[src/serial_port_pkg.sv]
// Shared constants and phase-length helpers for the serial port clocking block
package serial_port_pkg;

  // ==========================================================================
  // Clock and timing
  localparam int CLK_PERIOD_NS = 20;
  localparam int H_NS          = CLK_PERIOD_NS / 2;
  localparam int DIV_W         = 8;
  localparam int WORD_BITS     = 16;
  // One CPU cycle is two half-cycles, so 2H is a whole number of clocks
  localparam logic [DIV_W:0] CYC_PER_2H = (DIV_W+1)'((2 * H_NS) / CLK_PERIOD_NS);

  // ==========================================================================
  // Mode encodings and the divide value forced in SPI slave mode
  localparam logic [1:0]       CSTOP_SPI = 2'h2;
  localparam logic [1:0]       DLY_0     = 2'h0;
  localparam logic [1:0]       DLY_1     = 2'h1;
  localparam logic [DIV_W-1:0] SLAVE_DIV = 8'h01;

  // ==========================================================================
  // General-purpose pin vector positions
  localparam int GPI_RXCLK = 0;
  localparam int GPI_RXFS  = 1;
  localparam int GPI_RXD   = 2;
  localparam int GPI_TXCLK = 3;
  localparam int GPI_TXFS  = 4;
  localparam int GPO_RXCLK = 0;
  localparam int GPO_RXFS  = 1;
  localparam int GPO_TXCLK = 2;
  localparam int GPO_TXFS  = 3;
  localparam int GPO_TXD   = 4;

  // ==========================================================================
  // Phase lengths in clocks; a zero divide value runs as one, since a
  // half-cycle phase cannot be made from this clock
  function automatic logic [DIV_W:0] eff_div(input logic [DIV_W-1:0] div);
    return (div == '0) ? (DIV_W+1)'(1) : {1'b0, div};
  endfunction

  function automatic logic [DIV_W:0] low_cycles(input logic [DIV_W-1:0] div);
    logic [DIV_W:0] d;
    d = eff_div(div);
    if (d[0])
      return ((d + 1'b1) >> 1) * CYC_PER_2H;
    return (d >> 1) * CYC_PER_2H;
  endfunction

  function automatic logic [DIV_W:0] high_cycles(input logic [DIV_W-1:0] div);
    logic [DIV_W:0] d;
    d = eff_div(div);
    if (d[0])
      return ((d + 1'b1) >> 1) * CYC_PER_2H;
    return ((d >> 1) + 1'b1) * CYC_PER_2H;
  endfunction

endpackage

[src/bit_clock_gen.sv]
// Internal bit clock generator with divide-controlled period and duty
`timescale 1ns/10ps
module bit_clock_gen
  import serial_port_pkg::*;
(
  input  wire logic             clk_i,
  input  wire logic             srst_i,
  input  wire logic             run_i,
  input  wire logic [DIV_W-1:0] div_i,
  output logic                  level_o,
  output logic                  rise_o,
  output logic                  fall_o
);

  logic [DIV_W:0] cnt_r;
  logic           level_r;

  // ==========================================================================
  // Phase counter
  wire [DIV_W:0] phase_len = level_r ? high_cycles(div_i) : low_cycles(div_i);
  // Compare with >= so a smaller divide value takes effect at once
  wire           phase_end = run_i && (cnt_r >= phase_len - (DIV_W+1)'(1));

  assign rise_o  = phase_end && !level_r;
  assign fall_o  = phase_end && level_r;
  assign level_o = level_r;

  always_ff @(posedge clk_i) begin
    if (srst_i || !run_i) begin
      cnt_r   <= '0;
      level_r <= 1'b0;
    end else if (phase_end) begin
      cnt_r   <= '0;
      level_r <= !level_r;
    end else begin
      cnt_r <= cnt_r + 1'b1;
    end
  end

  // ==========================================================================
  // Checks
  logic [DIV_W:0] hold_r;
  logic [DIV_W:0] per_r;
  logic           per_ok_r;
  wire  [DIV_W:0] div_x  = {1'b0, div_i};
  wire  [DIV_W:0] lo_exp = div_i[0] ? ((div_x + 1'b1) >> 1) : (div_x >> 1);
  wire  [DIV_W:0] hi_exp = div_i[0] ? ((div_x + 1'b1) >> 1) : ((div_x >> 1) + 1'b1);

  always_ff @(posedge clk_i) begin
    if (srst_i || !run_i || rise_o || fall_o)
      hold_r <= '0;
    else
      hold_r <= hold_r + 1'b1;
    if (srst_i || !run_i) begin
      per_r    <= '0;
      per_ok_r <= 1'b0;
    end else if (rise_o) begin
      per_r    <= '0;
      per_ok_r <= 1'b1;
    end else begin
      per_r <= per_r + 1'b1;
    end
  end
endmodule

[src/pin_sampler.sv]
// Registers one incoming serial pin, applies polarity and flags its edges
`timescale 1ns/10ps
module pin_sampler (
  input  wire logic clk_i,
  input  wire logic srst_i,
  input  wire logic pin_i,
  input  wire logic invert_i,
  output logic      level_o,
  output logic      rise_o,
  output logic      fall_o
);

  logic cur_r;
  logic prev_r;

  // Pins are synchronous to clk_i, so a single stage is enough
  always_ff @(posedge clk_i) begin
    if (srst_i) begin
      // Start from the pin's own level so no false edge follows reset
      cur_r  <= pin_i ^ invert_i;
      prev_r <= pin_i ^ invert_i;
    end else begin
      cur_r  <= pin_i ^ invert_i;
      prev_r <= cur_r;
    end
  end

  assign level_o = cur_r;
  assign rise_o  = cur_r && !prev_r;
  assign fall_o  = !cur_r && prev_r;

endmodule

[src/serial_port_clocking.sv]
// Serial port clocking, framing, SPI clock-stop and pin GPIO logic
// What this block does
// Generated bit clock period is divide value plus one, times 2H; a zero divide runs as one, giving 2 times 2H.
// Low phase is half period for odd or zero divide, else divide/2 times 2H.
// High phase is half period for odd or zero divide, else (divide/2+1) times 2H.
// A polarity select set to one inverts that signal and its reference edge.
// Internal receive frame sync changes after a receive clock rising edge.
// In framed mode, internal transmit frame sync changes after a transmit clock rising edge.
// Framed mode launches each transmit bit on a transmit clock rising edge.
// Only data delay zero drives the first bit straight from frame sync.
// No transmit delay enable and no alternate-bit mode exist.
// Pins used as general inputs are sampled on the CPU clock rising edge.
// Pins used as general outputs change after the CPU clock rising edge.
// SPI mode launches data on rising clock edges, captures on falling edges.
// SPI master drives transmit clock and frame, not receive clock and frame; receive pins still drive when rx_clock_dir_i or rx_frame_dir_i is set.
// SPI slave takes all clocks and frames from outside.
// SPI slave forces the generator to CPU clock source, divide value one.
// SPI master with frame polarity one drives an active-low select.
// SPI slave with frame polarity one inverts the active-low select input before using it.
// Select goes low before the first rising edge that starts the transfer.
// SPI master releases the data pin after the last bit's falling edge.
// SPI slave releases the data pin when select returns high.
// Framed mode captures each receive bit on a receive clock falling edge.
`timescale 1ns/10ps
module serial_port_clocking
  import serial_port_pkg::*;
#(
  parameter int W = WORD_BITS
) (
  input  wire logic             clk_i,
  input  wire logic             srst_i,
  input  wire logic [DIV_W-1:0] clock_divide_value_i,
  input  wire logic             srg_source_select_i,
  input  wire logic             tx_clock_dir_i,
  input  wire logic             rx_clock_dir_i,
  input  wire logic             tx_frame_dir_i,
  input  wire logic             rx_frame_dir_i,
  input  wire logic             tx_clock_polarity_i,
  input  wire logic             rx_clock_polarity_i,
  input  wire logic             tx_frame_polarity_i,
  input  wire logic             rx_frame_polarity_i,
  input  wire logic [1:0]       clock_stop_select_i,
  input  wire logic [1:0]       tx_data_delay_i,
  input  wire logic             tx_gpio_i,
  input  wire logic             rx_gpio_i,
  input  wire logic [4:0]       gpio_out_i,
  output logic      [4:0]       gpio_in_o,
  input  wire logic [W-1:0]     tx_word_i,
  input  wire logic             tx_start_i,
  output logic                  tx_busy_o,
  input  wire logic             rx_start_i,
  output logic      [W-1:0]     rx_word_o,
  output logic                  rx_valid_o,
  input  wire logic             tx_bit_clock_i,
  output logic                  tx_bit_clock_o,
  output logic                  tx_bit_clock_oe_o,
  input  wire logic             tx_frame_sync_i,
  output logic                  tx_frame_sync_o,
  output logic                  tx_frame_sync_oe_o,
  input  wire logic             rx_bit_clock_i,
  output logic                  rx_bit_clock_o,
  output logic                  rx_bit_clock_oe_o,
  input  wire logic             rx_frame_sync_i,
  output logic                  rx_frame_sync_o,
  output logic                  rx_frame_sync_oe_o,
  output logic                  serial_tx_pin_o,
  output logic                  serial_tx_pin_oe_o,
  input  wire logic             serial_rx_pin_i,
  output logic                  srg_clock_out_o
);

  localparam int BW = $clog2(W + 1);
  localparam logic [BW-1:0] LAST_BIT = BW'(W - 1);

  typedef enum logic [1:0] {TX_IDLE, TX_DELAY, TX_SHIFT} tx_state_type;

  tx_state_type   tx_state_r, tx_state_nxt;
  logic [W-1:0]   tx_hold_r, tx_sh_r, tx_sh_nxt;
  logic [BW-1:0]  tx_bits_r, tx_bits_nxt;
  logic [1:0]     tx_dly_r, tx_dly_nxt;
  logic           tx_oe_r, tx_oe_nxt;
  logic           tx_fs_r, tx_fs_nxt;
  logic           tx_pend_r, tx_pend_nxt;
  logic [W-1:0]   rx_sh_r, rx_word_r;
  logic [BW-1:0]  rx_bits_r;
  logic           rx_act_r, rx_valid_r, rx_fs_r, rx_pend_r;
  logic [4:0]     gpo_r, gpi_r;

  // ==========================================================================
  // Mode decode
  wire spi_mode   = (clock_stop_select_i == CSTOP_SPI);
  wire spi_master = spi_mode && tx_clock_dir_i && tx_frame_dir_i;
  wire spi_slave  = spi_mode && !tx_clock_dir_i && !tx_frame_dir_i
                    && !rx_clock_dir_i && !rx_frame_dir_i;
  wire [DIV_W-1:0] gen_div = spi_slave ? SLAVE_DIV : clock_divide_value_i;
  wire gen_src  = srg_source_select_i || spi_slave;
  // SPI master clocks only while a word is on the wire; as slave it free-runs at half rate
  wire gen_run  = gen_src && (spi_mode ? (spi_slave || (spi_master && tx_state_r != TX_IDLE))
                                       : (tx_clock_dir_i || rx_clock_dir_i));

  // ==========================================================================
  // Clock sources and pin sampling
  logic gen_level, gen_rise, gen_fall;
  logic txc_rise, txc_fall, rxc_rise, rxc_fall;
  logic txf_level, txf_rise, rxf_level;

  bit_clock_gen u_gen (
    .clk_i   (clk_i),
    .srst_i  (srst_i),
    .run_i   (gen_run),
    .div_i   (gen_div),
    .level_o (gen_level),
    .rise_o  (gen_rise),
    .fall_o  (gen_fall)
  );

  pin_sampler u_txc (
    .clk_i    (clk_i),
    .srst_i   (srst_i),
    .pin_i    (tx_bit_clock_i),
    .invert_i (tx_clock_polarity_i),
    .level_o  (),
    .rise_o   (txc_rise),
    .fall_o   (txc_fall)
  );

  pin_sampler u_txf (
    .clk_i    (clk_i),
    .srst_i   (srst_i),
    .pin_i    (tx_frame_sync_i),
    .invert_i (tx_frame_polarity_i),
    .level_o  (txf_level),
    .rise_o   (txf_rise),
    .fall_o   ()
  );

  pin_sampler u_rxc (
    .clk_i    (clk_i),
    .srst_i   (srst_i),
    .pin_i    (rx_bit_clock_i),
    .invert_i (rx_clock_polarity_i),
    .level_o  (),
    .rise_o   (rxc_rise),
    .fall_o   (rxc_fall)
  );

  pin_sampler u_rxf (
    .clk_i    (clk_i),
    .srst_i   (srst_i),
    .pin_i    (rx_frame_sync_i),
    .invert_i (rx_frame_polarity_i),
    .level_o  (rxf_level),
    .rise_o   (),
    .fall_o   ()
  );

  wire tx_rise = !tx_gpio_i && (tx_clock_dir_i ? gen_rise : txc_rise);
  wire tx_fall = !tx_gpio_i && (tx_clock_dir_i ? gen_fall : txc_fall);
  // SPI receive shares the transmit clock; framed receive has its own
  wire rx_rise = !rx_gpio_i && (spi_mode ? tx_rise
                                         : (rx_clock_dir_i ? gen_rise : rxc_rise));
  wire rx_fall = !rx_gpio_i && (spi_mode ? tx_fall
                                         : (rx_clock_dir_i ? gen_fall : rxc_fall));
  wire slave_sel = txf_level;
  wire rx_fs_eff = rx_frame_dir_i ? rx_fs_r : rxf_level;

  // ==========================================================================
  // Transmit sequencing
  wire [1:0] eff_dly = spi_mode ? DLY_1 : (tx_data_delay_i[1] ? 2'h2 : tx_data_delay_i);
  wire trig_int = !spi_mode && tx_frame_dir_i && tx_pend_r && tx_rise;
  wire trig_ext = !spi_mode && !tx_frame_dir_i && tx_pend_r && txf_rise;
  wire trig_mst = spi_master && tx_pend_r;
  wire trig_slv = spi_slave && txf_rise;
  wire trigger  = trig_int || trig_ext || trig_mst || trig_slv;
  wire rx_cap   = spi_mode ? (rx_fall && tx_state_r == TX_SHIFT && rx_bits_r < BW'(W))
                           : (rx_fall && rx_act_r);
  wire rx_done  = rx_cap && rx_bits_r == LAST_BIT;

  always_comb begin
    tx_state_nxt = tx_state_r;
    tx_sh_nxt    = tx_sh_r;
    tx_bits_nxt  = tx_bits_r;
    tx_dly_nxt   = tx_dly_r;
    tx_oe_nxt    = tx_oe_r;
    tx_fs_nxt    = tx_fs_r;
    tx_pend_nxt  = tx_pend_r || tx_start_i;
    // Framed sync lasts one bit period
    if (!spi_mode && tx_rise)
      tx_fs_nxt = 1'b0;
    case (tx_state_r)
      TX_IDLE: begin
        if (trigger) begin
          tx_pend_nxt = 1'b0;
          if (trig_int || trig_mst)
            tx_fs_nxt = 1'b1;
          if (eff_dly == DLY_0) begin
            tx_sh_nxt    = tx_hold_r;
            tx_oe_nxt    = 1'b1;
            tx_bits_nxt  = LAST_BIT;
            tx_state_nxt = TX_SHIFT;
          end else begin
            tx_dly_nxt   = eff_dly;
            tx_state_nxt = TX_DELAY;
          end
        end
      end
      TX_DELAY: begin
        if (tx_rise) begin
          if (tx_dly_r == DLY_1) begin
            tx_sh_nxt    = tx_hold_r;
            tx_oe_nxt    = 1'b1;
            tx_bits_nxt  = LAST_BIT;
            tx_state_nxt = TX_SHIFT;
          end else begin
            tx_dly_nxt = tx_dly_r - 1'b1;
          end
        end
      end
      TX_SHIFT: begin
        if (tx_rise) begin
          if (tx_bits_r != '0) begin
            tx_sh_nxt   = {tx_sh_r[W-2:0], 1'b0};
            tx_bits_nxt = tx_bits_r - 1'b1;
          end else if (!spi_mode) begin
            tx_oe_nxt    = 1'b0;
            tx_state_nxt = TX_IDLE;
          end
        end
      end
      default: tx_state_nxt = TX_IDLE;
    endcase
    // SPI ends override the shifting above
    if (spi_master && rx_done) begin
      tx_oe_nxt    = 1'b0;
      tx_fs_nxt    = 1'b0;
      tx_state_nxt = TX_IDLE;
    end
    if ((spi_slave && !slave_sel) || (spi_mode && !spi_master && !spi_slave)) begin
      tx_oe_nxt    = 1'b0;
      tx_state_nxt = TX_IDLE;
    end
  end

  always_ff @(posedge clk_i) begin
    if (srst_i) begin
      tx_state_r <= TX_IDLE;
      tx_hold_r  <= '0;
      tx_sh_r    <= '0;
      tx_bits_r  <= '0;
      tx_dly_r   <= '0;
      tx_oe_r    <= 1'b0;
      tx_fs_r    <= 1'b0;
      tx_pend_r  <= 1'b0;
    end else begin
      tx_state_r <= tx_state_nxt;
      tx_hold_r  <= tx_start_i ? tx_word_i : tx_hold_r;
      tx_sh_r    <= tx_sh_nxt;
      tx_bits_r  <= tx_bits_nxt;
      tx_dly_r   <= tx_dly_nxt;
      tx_oe_r    <= tx_oe_nxt;
      tx_fs_r    <= tx_fs_nxt;
      tx_pend_r  <= tx_pend_nxt;
    end
  end

  // ==========================================================================
  // Receive framing and capture
  always_ff @(posedge clk_i) begin
    if (srst_i) begin
      rx_fs_r   <= 1'b0;
      rx_pend_r <= 1'b0;
    end else if (rx_rise && !spi_mode && rx_frame_dir_i) begin
      rx_fs_r   <= rx_pend_r || rx_start_i;
      rx_pend_r <= 1'b0;
    end else begin
      rx_pend_r <= rx_pend_r || rx_start_i;
    end
  end

  always_ff @(posedge clk_i) begin
    if (srst_i) begin
      rx_act_r   <= 1'b0;
      rx_bits_r  <= '0;
      rx_sh_r    <= '0;
      rx_word_r  <= '0;
      rx_valid_r <= 1'b0;
    end else begin
      rx_valid_r <= rx_done;
      if (rx_cap) begin
        rx_sh_r   <= {rx_sh_r[W-2:0], serial_rx_pin_i};
        rx_bits_r <= rx_bits_r + 1'b1;
      end else if (spi_mode ? tx_state_r == TX_IDLE : !rx_act_r) begin
        rx_bits_r <= '0;
      end
      if (rx_done) begin
        rx_word_r <= {rx_sh_r[W-2:0], serial_rx_pin_i};
        rx_act_r  <= 1'b0;
      end else if (!spi_mode && !rx_act_r && rx_fall && rx_fs_eff) begin
        rx_act_r <= 1'b1;
      end
    end
  end

  // ==========================================================================
  // General-purpose pin registers, both timed by the CPU clock rising edge
  always_ff @(posedge clk_i) begin
    if (srst_i) begin
      gpo_r <= '0;
      gpi_r <= '0;
    end else begin
      gpo_r <= gpio_out_i;
      gpi_r <= {tx_frame_sync_i, tx_bit_clock_i, serial_rx_pin_i,
                rx_frame_sync_i, rx_bit_clock_i};
    end
  end

  // ==========================================================================
  // Pin drive
  assign tx_bit_clock_o     = tx_gpio_i ? gpo_r[GPO_TXCLK] : (gen_level ^ tx_clock_polarity_i);
  assign tx_bit_clock_oe_o  = tx_clock_dir_i;
  assign tx_frame_sync_o    = tx_gpio_i ? gpo_r[GPO_TXFS] : (tx_fs_r ^ tx_frame_polarity_i);
  assign tx_frame_sync_oe_o = tx_frame_dir_i;
  assign rx_bit_clock_o     = rx_gpio_i ? gpo_r[GPO_RXCLK] : (gen_level ^ rx_clock_polarity_i);
  assign rx_bit_clock_oe_o  = rx_clock_dir_i;
  assign rx_frame_sync_o    = rx_gpio_i ? gpo_r[GPO_RXFS] : (rx_fs_r ^ rx_frame_polarity_i);
  assign rx_frame_sync_oe_o = rx_frame_dir_i;
  // Data leaves straight from the shift register, with no extra delay stage
  assign serial_tx_pin_o    = tx_gpio_i ? gpo_r[GPO_TXD] : tx_sh_r[W-1];
  assign serial_tx_pin_oe_o = tx_gpio_i || tx_oe_r;
  assign gpio_in_o          = gpi_r;
  assign srg_clock_out_o    = gen_level;
  assign tx_busy_o          = tx_pend_r || (tx_state_r != TX_IDLE);
  assign rx_word_o          = rx_word_r;
  assign rx_valid_o         = rx_valid_r;
endmodule

[config.mk]
export PLATFORM = sky130hd
export DESIGN_NAME = serial_port_clocking
export DESIGN_NICKNAME = d
export VERILOG_FILES = /design/src/serial_port_pkg.sv /design/src/bit_clock_gen.sv /design/src/pin_sampler.sv /design/src/serial_port_clocking.sv
export SDC_FILE = /design/constraint.sdc
export NUM_CORES = 1
export LEC_CHECK = 0
export ABC_AREA = 1
export BUFFER_PORTS_ARGS = -buffer_cell sky130_fd_sc_hd__buf_2
export CORE_MARGIN = 4
export CORE_UTILIZATION = 40
export DETAILED_ROUTE_END_ITERATION = 8
export SYNTH_ARGS = -nofsm -noshare
export SYNTH_HDL_FRONTEND = slang
export SYNTH_SLANG_ARGS = --single-unit
[constraint.sdc]
create_clock -name clk_i -period 5.1 [get_ports clk_i]
set_clock_uncertainty 0.2 [all_clocks]
set_input_delay 0.255 -clock clk_i [delete_from_list [all_inputs] [get_ports clk_i]]
set_output_delay 0.255 -clock clk_i [all_outputs]
set_load 0.1 [all_outputs]
==> summary.md <==
| Metric | Value |
|---|---|
| Seq/Total Area, Yosys | `between 40% and 50%` |
| # fillers | `1361` |
| Crit share post-route | `84.9%` |
| CP max stage delay | `0.37 ns` |
| Global-route wire length before repair | `22300 um` |
| Max rail drop VDD | `~220 uV` |
| Die area | `0.0155 mm^2` |
| Cts bufs inserted | `9` |
| Nets | `between 900 and 1k` |
| Clock Tree Root | `clkbuf_16` |
| Hold Path Class | `in -> reg` |
| Final Wtd Congestion | `0.935` |
| Setup_tns | `0 ns` |
| Post-synthesis net count | `852` |
| Rows | `42` |
| Flops & latches, synth | `111` |
| Largest net degree at the start of global routing | `46` |
| Total gr overflow | `0` |
| Min-delay src | `srst_i` |
| CP max-delay cell | `nand3_2` |
| Fmax | `0.231 GHz` |
| Crit end category | `register` |
| Yosys cell types | `40` |
| Crit Reg-Reg Startpoint | `u_gen.level_o` |
| CP startpoint | `tx_frame_dir_i` |
| Iteration-0 DRC Markers | `roughly 360` |
| Minimum clock period | `4.33 ns` |
| CP startpoint kind | `primary input` |
| Arr. time, crit path | `4.35 ns` |
| CTS Buffer Depth | `2` |
| Initial antenna violation count | `0` |
| RSZ-0062 raised after global routing | `false` |
| Fin. max-slew vios | `0` |
| Post-CTS repair timing setup buffer count | `0` |
| Remaining antenna violation count | `0` |
| YS warnings | `0` |
| Worst-path clk slew | `~0.070 ns` |
| Ant. Diodes | `0` |
| Starting Density | `about 40%` |
| Io pins | `87` |
| Wirelength per Cell | `~12 um` |
| Slew @ Worst Pin | `between 0.5 and 0.6 ns` |
| Synthesized area | `between 0.005 and 0.006 mm^2` |
| Crit Path Category | `in -> reg` |
| Layout Utilization | `around half` |
| Share of layout cells above drive strength 1 | `15.1%` |
| Number of synthesized flops with an enable pin | `0` |
| Required time of the critical path | `5.12 ns` |
| Avg Inst Size Synth | `6.94 um^2` |
| CTS Sinks | `between 100 and 150` |
| Vias in the first global route | `4845` |
| Fraction of registers with async set or reset after synthesis | `0%` |
| Top_reg_cell synth | `dfxtp_1` |
| Layout overhead on the synthesized area | `21.3%` |
| Critical path fanouts, max | `16` |
| Final HPWL DP | `8940 um` |
| Vias/cell | `4.76` |
| Chip Height | `125 um` |
| Vias | `about 5.1k` |
| Pre-antenna DRT Iters | `5` |
| GRT Resource Usage Total | `16.9%` |
| Final setup viols | `0` |
| Htree depth | `3` |
| Power Density | `297 mW/mm^2` |
| Max_cap viols | `0` |
| Max-slew headroom | `62.4%` |
| Worst skew pair latency | `roughly 0.35 ns` |
| Run status | `completed` |
| Endpoints failing hold | `0` |
| Routed WL | `12900 um` |
| Cells after synthesis | `just under 800` |
| Drt drc | `0` |
| Core Area | `0.0132 mm^2` |
| Most used cell, CP | `nand2_1` |
| Leakage | `3.10 nW` |
| Die width | `125 um` |
| CTS tree | `yes` |
| I/O Buffers | `86` |
## registers in the layout, summed over array words and instances (netlist names), 2 cells and up
signal / count
gpio_in_o: 5
tx_dly_r: 2
tx_bits_r: 5
rx_word_o: 16
tx_hold_r: 16
rx_sh_r: 15
gpo_r: 5
u_gen.cnt_r: 9
tx_state_r: 2
rx_bits_r: 5
tx_sh_r: 16
## routing by layer
metal	vias to the layer above	global-route usage (%)	wire length, um
li1	2704	-	-
met1	2249	22.0	6250
met2	125	27.9	5870
met3	10	4.76	641
met4	0	3.87	116
met5	-	0	0
## Yosys cell counts (all sizes together) (10+ instances only)
library cell  instances  share of area [%]
a21oi                57                5.3
buf                  12                1.7
clkbuf               19                1.3
dfxtp               111                 41
ha                   17                3.9
inv                  68                4.7
nand2               233                 16
nand3                63                6.2
nand4                10                1.2
nor2                103                8.0
o21ai                40                3.8
xor2                 12                1.9
## cell families after synthesis
kind of cell | share of synthesized area (%)
buffers and inverters | 7.90
XOR/XNOR | 2.90
flip-flops | 40.9
multiplexers | 0.207
adder cells (fa/ha/maj) | 3.92
AND/OR/NAND/NOR | 33.8
AO/OA/AOI/OAI | 10.4
## cells in the final DEF, fill, tap and decap left out, types with 10 or more instances in the layout
| master | synthesis | routed |
|---|---|---|
| inv_1 | 66 | 66 |
| buf_2 | 3 | 86 |
| xor2_1 | 12 | 12 |
| o21ai_0 | 38 | 38 |
| ha_1 | 17 | 17 |
| dlygate4sd3_1 | 0 | 31 |
| nand3_1 | 59 | 59 |
| nand2_1 | 230 | 230 |
| dfxtp_1 | 111 | 111 |
| nor2_1 | 95 | 95 |
| nand4_1 | 10 | 10 |
| a21oi_1 | 57 | 57 |
## through the flow
step           setup WS [ns]  total power, mW  hold slack (ns)  cells  area [um^2]
2_1_floorplan          0.897             1.18            0.148    782         5430
3_3_place_gp           0.497             1.27            0.232   1022         5990
3_5_place_dp           0.411             1.27            0.238   1022         5990
4_1_cts                0.786             1.98           0.0484   1069         6590
5_1_grt                0.127             2.06           0.0640   1069         6590
6_report               0.769             1.96           0.0578   1069         6590
## power breakdown
group          internal [mW]  switching (mW)  total [mW]
Clock                  0.364           0.323       0.687
Combinational          0.112           0.242       0.354
Sequential             0.898          0.0163       0.915
Total                   1.37           0.581        1.96
## path summary, 6_finish.rpt
check,end,slack (ns),cells after the start
setup / recovery,tx_sh_r[12],0.77,30
hold / removal,gpio_in_o[4],0.06,2
setup reg to reg,tx_sh_r[12],1.09,23
hold reg to reg,rx_act_r,0.25,2
## worst max-delay path, delay by kind of cell
family                     cells  cell delay, ns
and+or+nand+nor               21            2.46
AOI/OAI and AO/OA              3            0.35
buffers and inverters          3            0.48
adders and majority gates      3            0.83
## area by class of cell
cell class	instances	area [um^2]	share of cell area [%]
Timing Repair Buffer	126	808	12.3
Inverter	71	268	4.06
Sequential cell	111	2220	33.7
Multi-Input combinational cell	569	2780	42.2
Clock inverter	4	35.0	0.532
Tap cell	176	220	3.34
Clock buffer	12	256	3.89
## timing repair
item | CTS | global route
hold buffers | 31 | 0
endpoints found under the hold margin | 33 | 0
setup endpoints to repair | 0 | 0
gates resized for setup | 0 | 0
Note: power is estimated with default switching activity, not from simulation.
